## config.mk

```make
export PLATFORM = sky130hd
export DESIGN_NAME = smb_bus_signalling
export DESIGN_NICKNAME = d
export VERILOG_FILES = /design/src/hdl/smb_pkg.sv /design/src/hdl/smb_sync2.sv /design/src/hdl/smb_bus_signalling.sv
export SDC_FILE = /design/constraint.sdc
export NUM_CORES = 1
export LEC_CHECK = 0
export CAP_MARGIN = 10
export CORE_ASPECT_RATIO = 1.75
export CORE_MARGIN = 3
export CORE_UTILIZATION = 30
export DETAILED_ROUTE_END_ITERATION = 10
export DONT_BUFFER_PORTS = 1
export GPL_ROUTABILITY_DRIVEN = 0
export GPL_TIMING_DRIVEN = 1
export RECOVER_POWER = 50
export SLEW_MARGIN = 10
export SYNTH_ARGS = -nofsm -noshare
export SYNTH_HDL_FRONTEND = slang
export SYNTH_SLANG_ARGS = --single-unit
```

## constraint.sdc

```tcl
create_clock -name clk_sys -period 16.6 [get_ports clk_sys]
set_clock_uncertainty 0.2 [all_clocks]
set_input_delay 2.49 -clock clk_sys [delete_from_list [all_inputs] [get_ports clk_sys]]
set_output_delay 2.49 -clock clk_sys [all_outputs]
set_load 0.01 [all_outputs]
```

## src/hdl/smb_pkg.sv

```systemverilog
// Shared constants and carrier types for the segment MMU bus signalling block.
// Assumes a single system clock domain and that every pin input except the data bus is synchronised before use.
package smb_pkg;

  // ---------------------------------------------------------------------------
  // Widths
  // ---------------------------------------------------------------------------
  localparam int SMB_ADDR_W = 16;
  localparam int SMB_FC_W = 4;
  localparam int SMB_ASN_W = 8;
  localparam int SMB_SPACES = 16;
  localparam int SMB_VEC_W = 8;
  localparam int SMB_PIN_W = 34;

  // ---------------------------------------------------------------------------
  // Timing, in system clock cycles at 50 MHz
  // ---------------------------------------------------------------------------
  localparam logic [2:0] SMB_FAULT_MIN_CYC = 3'h5;
  localparam logic [1:0] SMB_DLY_ASYNC = 2'h0;
  localparam logic [1:0] SMB_DLY_SYNC_ONE = 2'h1;
  localparam logic [1:0] SMB_DLY_SYNC_TWO = 2'h2;
  localparam logic [1:0] SMB_PEER_WAIT_CYC = 2'h2;

  // ---------------------------------------------------------------------------
  // Values after reset
  // ---------------------------------------------------------------------------
  localparam logic [SMB_ASN_W-1:0] SMB_ASN_RST = 8'h00;
  localparam logic [SMB_ADDR_W-1:0] SMB_PAD_RST = 16'h0000;

  // ---------------------------------------------------------------------------
  // Types
  // ---------------------------------------------------------------------------
  typedef enum logic [1:0] {
    SMB_MODE_ASYNC,
    SMB_MODE_SYNC_ONE,
    SMB_MODE_SYNC_TWO
  } smb_mode_t;

  typedef enum logic [2:0] {
    SMB_ST_IDLE,
    SMB_ST_XLATE,
    SMB_ST_PEER,
    SMB_ST_MAPPED,
    SMB_ST_RELEASE,
    SMB_ST_DONE
  } smb_state_t;

  // One tristate or open-drain output: level and enable.
  typedef struct packed {
    logic out;
    logic oe;
  } smb_tri_t;

  // Synchronised pin inputs; active-low pins keep their pin level.
  typedef struct packed {
    logic cs_n;
    logic iack_n;
    logic as_n;
    logic uds_n;
    logic lds_n;
    logic rw;
    logic irq_n;
    logic fault_n;
    logic mapped_strobe_n;
    logic go_n;
    logic any_n;
    logic all;
    logic mode_hi;
    logic mode_lo;
    logic [SMB_FC_W-1:0] cycle_type_code;
    logic [SMB_ADDR_W-1:0] log_addr;
  } smb_pins_t;

  // Result offered by the descriptor matcher for the current cycle.
  typedef struct packed {
    logic hit;
    logic write_protect;
    logic irq_ctl;
    logic [SMB_ADDR_W-1:0] phys_addr;
  } smb_match_t;

endpackage

```

## src/hdl/smb_sync2.sv

```systemverilog
// Two-stage synchroniser for a bundle of asynchronous pin inputs.
// Assumes the caller reads only the second stage.
`timescale 1ns/10ps
module smb_sync2 #(
  parameter int WIDTH = 1
) (
  input wire logic clk_sys,
  input wire logic rst,
  input wire logic clk_en,
  input wire logic [WIDTH-1:0] d,
  output logic [WIDTH-1:0] q
);

  logic [WIDTH-1:0] meta_r;

  // Both stages reset to all ones, the inactive level of every active-low pin.
  // Only the second stage is visible so metastability never reaches logic.
  always_ff @(posedge clk_sys or posedge rst) begin
    if (rst) begin
      meta_r <= '1;
      q <= '1;
    end else if (clk_en) begin
      meta_r <= d;
      q <= meta_r;
    end
  end

endmodule // smb_sync2

```

## src/hdl/smb_bus_signalling.sv

```systemverilog
// Bus-side signalling of a segment MMU: translation strobes, fault, interrupt, global lines.
// Assumes descriptor matching, register map and operation decode sit in neighbouring logic.
`timescale 1ns/10ps
module smb_bus_signalling
  import smb_pkg::*;
(
  input wire logic clk_sys,
  input wire logic rst,
  input wire logic clk_en,
  input wire logic cs_n,
  input wire logic iack_n,
  input wire logic as_n,
  input wire logic uds_n,
  input wire logic lds_n,
  input wire logic rw,
  input wire logic [SMB_FC_W-1:0] cycle_type_code,
  input wire logic [SMB_ADDR_W-1:0] log_addr,
  input wire logic mode_hi,
  input wire logic mode_lo,
  input wire logic irq_n_in,
  output logic irq_n_out,
  output logic irq_n_oe,
  input wire logic fault_n_in,
  output logic fault_n_out,
  output logic fault_n_oe,
  input wire logic mapped_strobe_n_in,
  output logic mapped_strobe_n_out,
  output logic mapped_strobe_n_oe,
  input wire logic go_n_in,
  output logic go_n_out,
  output logic go_n_oe,
  input wire logic any_n_in,
  output logic any_n_out,
  output logic any_n_oe,
  input wire logic all_in,
  output logic all_out,
  output logic all_oe,
  output logic transceiver_enable_n_out,
  output logic transceiver_enable_n_oe,
  output logic phys_addr_latch_hold_n_out,
  output logic phys_addr_latch_hold_n_oe,
  output logic protect_write_block_n_out,
  output logic protect_write_block_n_oe,
  input wire logic [SMB_ADDR_W-1:0] phys_addr_data_bus_in,
  output logic [SMB_ADDR_W-1:0] phys_addr_data_bus_out,
  output logic phys_addr_data_bus_oe,
  output logic [SMB_ASN_W-1:0] cycle_asn,
  output logic [SMB_ADDR_W-1:0] match_log_addr,
  input wire smb_match_t match,
  input wire logic space_wr,
  input wire logic [SMB_FC_W-1:0] space_wr_idx,
  input wire logic [SMB_ASN_W-1:0] space_wr_data,
  input wire logic global_irq_gate,
  input wire logic pending_any,
  input wire logic [SMB_VEC_W-1:0] vector_register,
  input wire logic op_is_global,
  input wire logic local_any_event,
  input wire logic local_all_event,
  output logic pending_flag_set,
  output logic fault_seen,
  output logic peer_mapped_seen,
  output logic global_master,
  output logic global_slave,
  output logic any_seen,
  output logic all_seen,
  output logic iack_active,
  output logic [SMB_ADDR_W-1:0] reg_wdata,
  output logic [1:0] mode_code
);

  // ---------------------------------------------------------------------------
  // Pin synchronisation
  // ---------------------------------------------------------------------------
  smb_pins_t pins_raw;
  smb_pins_t pins;
  logic [SMB_PIN_W-1:0] pins_q;

  // All pin inputs except phys_addr_data_bus_in pass two flops; the bundle resets to inactive pin levels.
  assign pins_raw = '{cs_n: cs_n, iack_n: iack_n, as_n: as_n, uds_n: uds_n, lds_n: lds_n,
                      rw: rw, irq_n: irq_n_in, fault_n: fault_n_in,
                      mapped_strobe_n: mapped_strobe_n_in, go_n: go_n_in, any_n: any_n_in,
                      all: all_in, mode_hi: mode_hi, mode_lo: mode_lo,
                      cycle_type_code: cycle_type_code, log_addr: log_addr};

  smb_sync2 #(
    .WIDTH(SMB_PIN_W)
  ) u_pin_sync (
    .clk_sys(clk_sys),
    .rst(rst),
    .clk_en(clk_en),
    .d(pins_raw),
    .q(pins_q)
  );

  assign pins = smb_pins_t'(pins_q);

  // ---------------------------------------------------------------------------
  // Decoded conditions
  // ---------------------------------------------------------------------------
  logic cs_act;
  logic iack_req;
  logic as_act;
  logic write_cycle;
  smb_mode_t mode;
  logic [1:0] mode_dly;

  assign cs_act = ~pins.cs_n;
  assign as_act = ~pins.as_n;
  assign write_cycle = ~pins.rw;
  // Acknowledge needs the sensed request line, acknowledge and a data strobe together.
  assign iack_req = ~pins.irq_n & ~pins.iack_n & (~pins.uds_n | ~pins.lds_n);

  // An open mode pin is seen as neither level; the pad buffer reports hi and lo separately.
  always_comb begin
    if (pins.mode_hi & ~pins.mode_lo) begin
      mode = SMB_MODE_SYNC_ONE;
      mode_dly = SMB_DLY_SYNC_ONE;
    end else if (pins.mode_lo & ~pins.mode_hi) begin
      mode = SMB_MODE_SYNC_TWO;
      mode_dly = SMB_DLY_SYNC_TWO;
    end else begin
      mode = SMB_MODE_ASYNC;
      mode_dly = SMB_DLY_ASYNC;
    end
  end

  assign mode_code = mode;

  // ---------------------------------------------------------------------------
  // Space table
  // ---------------------------------------------------------------------------
  logic [SMB_ASN_W-1:0] space_table [SMB_SPACES];

  // Table writes come from the operation decoder on the same clock.
  always_ff @(posedge clk_sys or posedge rst) begin
    if (rst) begin
      for (int i = 0; i < SMB_SPACES; i++) begin
        space_table[i] <= SMB_ASN_RST;
      end
    end else if (clk_en && space_wr) begin
      space_table[space_wr_idx] <= space_wr_data;
    end
  end

  // The cycle type code selects this cycle's address space number.
  assign cycle_asn = space_table[pins.cycle_type_code];
  // All logical address bits reach the matcher unchanged after the synchroniser.
  assign match_log_addr = pins.log_addr;

  // ---------------------------------------------------------------------------
  // Translation sequencer
  // ---------------------------------------------------------------------------
  smb_state_t state_r;
  smb_state_t state_nxt;
  logic [1:0] dly_r;
  logic [SMB_ADDR_W-1:0] phys_r;
  logic wp_hit_r;
  logic fault_det;
  logic translate_ok;

  // A fresh cycle starts on the address strobe when the unit is not itself addressed.
  always_comb begin
    state_nxt = state_r;
    fault_det = 1'b0;
    translate_ok = 1'b0;
    case (state_r)
      SMB_ST_IDLE: begin
        if (as_act && !cs_act && pins.iack_n) begin
          state_nxt = SMB_ST_XLATE;
        end
      end
      SMB_ST_XLATE: begin
        if (!as_act) begin
          state_nxt = SMB_ST_IDLE;
        end else if (dly_r == 2'h0) begin
          if (!match.hit) begin
            state_nxt = SMB_ST_PEER;
          end else if (match.write_protect && write_cycle) begin
            fault_det = 1'b1;
            state_nxt = SMB_ST_DONE;
          end else begin
            translate_ok = 1'b1;
            state_nxt = SMB_ST_MAPPED;
          end
        end
      end
      SMB_ST_PEER: begin
        // A miss here is an undefined segment only if no peer maps the cycle.
        if (!pins.mapped_strobe_n) begin
          state_nxt = SMB_ST_DONE;
        end else if (dly_r == 2'h0) begin
          fault_det = 1'b1;
          state_nxt = SMB_ST_DONE;
        end
      end
      SMB_ST_MAPPED: begin
        if (!as_act) begin
          state_nxt = SMB_ST_RELEASE;
        end
      end
      SMB_ST_RELEASE: begin
        state_nxt = SMB_ST_IDLE;
      end
      SMB_ST_DONE: begin
        if (!as_act) begin
          state_nxt = SMB_ST_IDLE;
        end
      end
      default: begin
        state_nxt = SMB_ST_IDLE;
      end
    endcase
  end

  always_ff @(posedge clk_sys or posedge rst) begin
    if (rst) begin
      state_r <= SMB_ST_IDLE;
    end else if (clk_en) begin
      state_r <= state_nxt;
    end
  end

  // The strobe delay follows the mode; the peer wait reuses the same counter.
  always_ff @(posedge clk_sys or posedge rst) begin
    if (rst) begin
      dly_r <= 2'h0;
    end else if (clk_en) begin
      if (state_r == SMB_ST_IDLE) begin
        dly_r <= mode_dly;
      end else if (state_r == SMB_ST_XLATE && state_nxt == SMB_ST_PEER) begin
        dly_r <= SMB_PEER_WAIT_CYC;
      end else if (dly_r != 2'h0) begin
        dly_r <= dly_r - 2'h1;
      end
    end
  end

  // Physical address and protect flag are frozen for the whole mapped phase.
  always_ff @(posedge clk_sys or posedge rst) begin
    if (rst) begin
      phys_r <= SMB_PAD_RST;
      wp_hit_r <= 1'b0;
    end else if (clk_en && translate_ok) begin
      phys_r <= match.phys_addr;
      wp_hit_r <= match.write_protect;
    end
  end

  // The matched segment's pending flag is set in the same cycle as the strobe.
  always_ff @(posedge clk_sys or posedge rst) begin
    if (rst) begin
      pending_flag_set <= 1'b0;
    end else if (clk_en) begin
      pending_flag_set <= translate_ok & match.irq_ctl;
    end
  end

  // ---------------------------------------------------------------------------
  // Fault timing
  // ---------------------------------------------------------------------------
  logic [2:0] fault_cnt_r;
  logic fault_hold_r;

  // Counting begins at the detecting edge; the strobe hold covers long cycles.
  always_ff @(posedge clk_sys or posedge rst) begin
    if (rst) begin
      fault_cnt_r <= 3'h0;
      fault_hold_r <= 1'b0;
    end else if (clk_en) begin
      if (fault_det) begin
        fault_cnt_r <= SMB_FAULT_MIN_CYC;
        fault_hold_r <= 1'b1;
      end else begin
        if (fault_cnt_r != 3'h0) begin
          fault_cnt_r <= fault_cnt_r - 3'h1;
        end
        if (!as_act) begin
          fault_hold_r <= 1'b0;
        end
      end
    end
  end

  // Drive low while either the minimum count or the strobe still holds.
  assign fault_n_out = 1'b0;
  assign fault_n_oe = (fault_cnt_r != 3'h0) | (fault_hold_r & as_act);
  // The sensed line covers faults from every unit; status logic records it.
  assign fault_seen = ~pins.fault_n;
  logic [1:0] own_strobe_r;

  // Our own strobe returns through the synchroniser two cycles late; mask that echo.
  always_ff @(posedge clk_sys or posedge rst) begin
    if (rst) begin
      own_strobe_r <= 2'h0;
    end else if (clk_en) begin
      own_strobe_r <= {own_strobe_r[0], (state_r == SMB_ST_MAPPED)};
    end
  end

  assign peer_mapped_seen = ~pins.mapped_strobe_n & (state_r != SMB_ST_MAPPED)
                            & ~(|own_strobe_r);

  // ---------------------------------------------------------------------------
  // Strobes and address bus
  // ---------------------------------------------------------------------------
  logic mapped_drv;

  assign mapped_drv = (state_r == SMB_ST_MAPPED);

  // Strobe is driven low while mapped, then driven high for one cycle before it floats.
  assign mapped_strobe_n_out = ~mapped_drv;
  assign mapped_strobe_n_oe = mapped_drv | (state_r == SMB_ST_RELEASE);
  // Write block rides with the strobe for protected segments, reads included.
  assign protect_write_block_n_out = ~(mapped_drv & wp_hit_r);
  assign protect_write_block_n_oe = mapped_strobe_n_oe;
  // Latch hold spans the mapped phase and the release cycle, so it ends after the strobe.
  assign phys_addr_latch_hold_n_out = ~(mapped_drv | (state_r == SMB_ST_RELEASE));
  assign phys_addr_latch_hold_n_oe = mapped_drv | (state_r == SMB_ST_RELEASE)
                                     | (state_r == SMB_ST_IDLE);

  // ---------------------------------------------------------------------------
  // Interrupt and acknowledge
  // ---------------------------------------------------------------------------
  assign irq_n_out = 1'b0;
  // Request follows the pending flags and the gate; either clearing drops it.
  assign irq_n_oe = pending_any & global_irq_gate;
  assign iack_active = iack_req;

  // Bus data is registered; the vector wins over the address during acknowledge.
  always_ff @(posedge clk_sys or posedge rst) begin
    if (rst) begin
      phys_addr_data_bus_out <= SMB_PAD_RST;
      phys_addr_data_bus_oe <= 1'b0;
    end else if (clk_en) begin
      if (iack_req) begin
        phys_addr_data_bus_out <= {{(SMB_ADDR_W-SMB_VEC_W){1'b0}}, vector_register};
        phys_addr_data_bus_oe <= 1'b1;
      end else if (translate_ok || mapped_drv) begin
        phys_addr_data_bus_out <= translate_ok ? match.phys_addr : phys_r;
        phys_addr_data_bus_oe <= 1'b1;
      end else begin
        phys_addr_data_bus_oe <= 1'b0;
      end
    end
  end

  // Transceivers are enabled only for our own register or acknowledge access.
  assign transceiver_enable_n_out = ~(cs_act | iack_req);
  // Direction comes from read/write outside; floating when not selected.
  assign transceiver_enable_n_oe = cs_act | iack_req;

  // Register write data is captured on a selected write with a data strobe.
  always_ff @(posedge clk_sys or posedge rst) begin
    if (rst) begin
      reg_wdata <= SMB_PAD_RST;
    end else if (clk_en && cs_act && write_cycle && (~pins.uds_n | ~pins.lds_n)) begin
      reg_wdata <= phys_addr_data_bus_in;
    end
  end

  // ---------------------------------------------------------------------------
  // Global operation lines
  // ---------------------------------------------------------------------------
  assign global_master = cs_act & op_is_global;
  assign global_slave = ~pins.go_n & ~cs_act;
  assign go_n_out = ~global_master;
  assign go_n_oe = global_master;
  assign any_n_out = 1'b0;
  assign any_n_oe = global_slave & local_any_event;
  // Only a pull-down is ever driven, so the line is high only if all units release.
  assign all_out = 1'b0;
  assign all_oe = (global_slave | global_master) & ~local_all_event;
  assign any_seen = ~pins.any_n;
  assign all_seen = pins.all;

endmodule // smb_bus_signalling

```

==> results.md <==
Global routing
- met3 capacity usage during global routing: 0.0260
- initial antenna violation count: 1
- leftover overflow at the end of global routing: 0
- met1 demand-to-capacity share in global routing: 0.124
- Total Routing Usage GR: 0.123
- vias in the first global route: 6926
- layer with the highest usage: met2
- GR Util met2: 0.242
- largest net degree at the start of global routing: 112
- first-pass GRT wire length: 40300 µm

Logic synthesis
- post-synthesis cell count: 821
- share of synthesized area occupied by flip-flops and latches: 0.560
- most common flop cell mapped by yosys: sky130_fd_sc_hd__dfrtp_1
- post-synthesis instance area: 11700 µm²
- fraction of registers with async set or reset after synthesis: 1.00
- share of synthesized area spent on multiplexers: 0.295
- fraction of the mapped netlist area in simple logic gates: 0.0508
- main combinational cell family by area after synthesis: multiplexers
- compound-gate portion of the synthesized area: 0.0492
- parity-gate share of the synthesized area counting xor and xnor cells: 0
- adder-cell share of the synthesized area: 0.00429
- EDFF count, synth: 0
- Synth top area share: 0.407
- Avg Inst Size Synth: 14.2 µm²
- flip-flop and latch count after synthesis: 258
- largest cells by area after synthesis: sky130_fd_sc_hd__dfrtp_1 41%, sky130_fd_sc_hd__mux2_2 22%, sky130_fd_sc_hd__dfstp_2 15%
- Yosys cell types: 53
- cell type with the highest aggregate area in the netlist: sky130_fd_sc_hd__dfrtp_1
- Synth Warn #: 0

Clock network
- Clk pin slew, worst setup/hold paths: 60 ps
- count of instances resized after the clock tree is built: 0
- total number of clock tree sinks: 258
- CTS root buffer: sky130_fd_sc_hd__clkbuf_16
- clk_lat worst skew: 540 ps
- post-CTS setup repair buffer count: 0
- hold bufs inserted after CTS: 0
- clock buffers created by TritonCTS: 27
- Max H-tree Level: 1
- deepest clock path buffer count: 3
- TritonCTS clock tree: done

Timing
- Final Hold Fails: 0
- Max Freq: 164 MHz
- tightest slew margin relative to the limit: -2.18
- Final Max Slew Viols: 112
- Finish-stage setup viols: 0
- Min Hold Slack: 283 ps
- transition at the pin with the smallest max-transition slack: 4750 ps
- RSZ-0062 raised after global routing: no
- Fin Setup TNS: 0 ps
- Tcrit/Tclk final: 0.367
- fin crit period: 6090 ps

Die
- row cnt: 95
- Die Wd: 155 µm
- floorplan core area: 38400 µm²
- effective utilization at floorplan: 0.304
- height of the chip: 267 µm
- overall die area: 41400 µm²
- I/O Pins: 183

Min path
- hold depth: 2
- Worst Hold End: u_pin_sync.q[31]$_DFFE_PP1P_
- Hold Startpoint: u_pin_sync.meta_r[31]$_DFFE_PP1P_
- Hold WC Path Type: reg -> reg

Setup path
- capture point of the worst reg-to-reg path: phys_addr_data_bus_oe$_DFFE_PP0P_
- arrival time of the worst setup path: 6390 ps
- slowest cell on the critical path: sky130_fd_sc_hd__clkinvlp_2
- maximum net fanout on the critical path: 111
- cell breakdown of the critical path: clkinvlp_2 > buf_4
- Max stage delay on crit path: 2620 ps
- type of origin of the critical path: input pin
- cell depth of the worst flop-to-flop path: 6
- startpoint of the worst-slack reg-to-reg timing path: u_pin_sync.q[32]$_DFFE_PP1P_
- kind of cell with the highest combined delay on the critical path: buffers and inverters
- CP endpoint kind: asynchronous set/reset pin
- setup slack of the most critical reg-to-reg path: 13650 ps
- CP Buf/Inv Count: 2
- path type of the worst setup path: in -> async
- required time of the worst setup path: 16900 ps

Run status
- result of the run: finished, violations left
- failing checks: max-capacitance violations, max-slew violations

Detailed routing
- DRT Wirelength: 26200 µm
- number of vias in the routed layout: 6381
- DRC violation count after routing: 0
- post-route ant nets: 0
- first-pass detailed-route iteration total: 4
- number of DRC markers in iteration 0: 311
- post-DR vias/cell: 4.93
- routed length per placed instance: 20.2 µm

Placed design
- post-detailed-placement cell area: 11900 µm²
- number of buffers added on ports: 0
- post-detailed-placement half-perimeter wirelength: 18300 µm

Job
- max-capacitance violation count: 1

Power and ir drop
- largest vdd supply drop: 0.0000805 V
- power per cell area: 142 nW/µm²
- reported leakage power: 5.35 nW

Finish
- proportion of layout cells with a drive suffix above 1: 0.469
- area occupied by registers: 6540 µm²
- area added between synthesis and finish: 9.37%
- leading cell type in the layout, fill and taps excluded: sky130_fd_sc_hd__mux2_2
- most frequent cells in the layout: 227 x sky130_fd_sc_hd__mux2_2, 190 x sky130_fd_sc_hd__dfrtp_1, 68 x sky130_fd_sc_hd__dfstp_2
- number of nets in the layout: 890
- design area: 12800 µm²
- combined area of the multi-input logic cells: 4650 µm²
- filler cell count: 3721

-- state kept, by name (all words and copies together), names as in the netlist, 3 cells and up --
signal / cells
phys_addr_data_bus_out: 16
reg_wdata: 16
state_r: 3
space_table: 128
fault_cnt_r: 3
phys_r: 16
u_pin_sync.meta_r: 34
u_pin_sync.q: 34
-- logic make-up (layout without fill, tap and decap cells) --
| group | Yosys count | after routing |
|---|---|---|
| buffers and inverters | 87 | 71 |
| AOI/OAI and AO/OA | 82 | 82 |
| adders and majority gates | 4 | 4 |
| DFF | 258 | 258 |
| other | 1 | 5 |
| and+or+nand+nor | 113 | 113 |
| muxes | 276 | 276 |
-- per-stage QoR --
| stage | setup slack [ps] | power [mW] | instances | util |
|---|---|---|---|---|
| 3_3_place_gp | 10810 | 1.22 | 1244 | 0.311 |
| 2_1_floorplan | 6920 | 1.17 | 824 | - |
| 5_1_grt | 9790 | 1.92 | 1294 | 0.333 |
| 6_report | 10510 | 1.81 | 1294 | 0.333 |
| 4_1_cts | 10830 | 1.85 | 1293 | 0.334 |
| 3_5_place_dp | 10830 | 1.24 | 1244 | 0.311 |
-- worst min-delay path: stages (launching register included) --
cell                      delay [ps]
sky130_fd_sc_hd__dfstp_2         360
sky130_fd_sc_hd__nand2_1          50
sky130_fd_sc_hd__o21ai_0          70
-- cell usage after synthesis (9+ instances only) --
library cell / number
sky130_fd_sc_hd__a22o_1: 9
sky130_fd_sc_hd__nor2_1: 33
sky130_fd_sc_hd__mux2_2: 228
sky130_fd_sc_hd__buf_4: 24
sky130_fd_sc_hd__nor2_2: 9
sky130_fd_sc_hd__mux4_2: 32
sky130_fd_sc_hd__nand2_1: 28
sky130_fd_sc_hd__dfstp_2: 68
sky130_fd_sc_hd__dfrtp_1: 190
sky130_fd_sc_hd__buf_2: 10
sky130_fd_sc_hd__a22oi_1: 16
sky130_fd_sc_hd__inv_1: 16
sky130_fd_sc_hd__clkbuf_1: 28
sky130_fd_sc_hd__o21ai_0: 27
sky130_fd_sc_hd__mux2i_1: 16
sky130_fd_sc_hd__o31ai_1: 9
-- routing by layer --
metal,part of all wire,vias to the layer above
met2,0.57,151
li1,-,2881
met3,0.054,47
met4,0.032,0
met5,0,-
met1,0.35,3302
-- layout make-up --
class,count,share of cell area
Sequential cell,258,0.512
Multi-Input combinational cell,479,0.364
Clock buffer,39,0.0588
Tap cell,485,0.0475
Clock inverter,10,0.00872
Inverter,17,0.00549
Timing Repair Buffer,5,0.00265
Antenna cell,1,0.000196
-- report_power, final --
group	switching, mW	internal, mW
logic	0.139	0.181
registers	0.114	0.787
clock network	0.249	0.346
-- worst max path at each step --
stage,from,cells past startpoint,slack (ps),endpoint
after CTS,op_is_global,4,10830,all_oe
after global placement,op_is_global,4,10810,all_oe
after global routing,rst,2,9790,reg_wdata[1]$_DFFE_PP0P_
final,rst,2,10510,reg_wdata[11]$_DFFE_PP0P_
after detailed placement,op_is_global,4,10830,all_oe
after floorplan,rst,1,6920,dly_r[0]$_DFFE_PP0P_
Note: power is estimated with default switching activity, not from simulation.
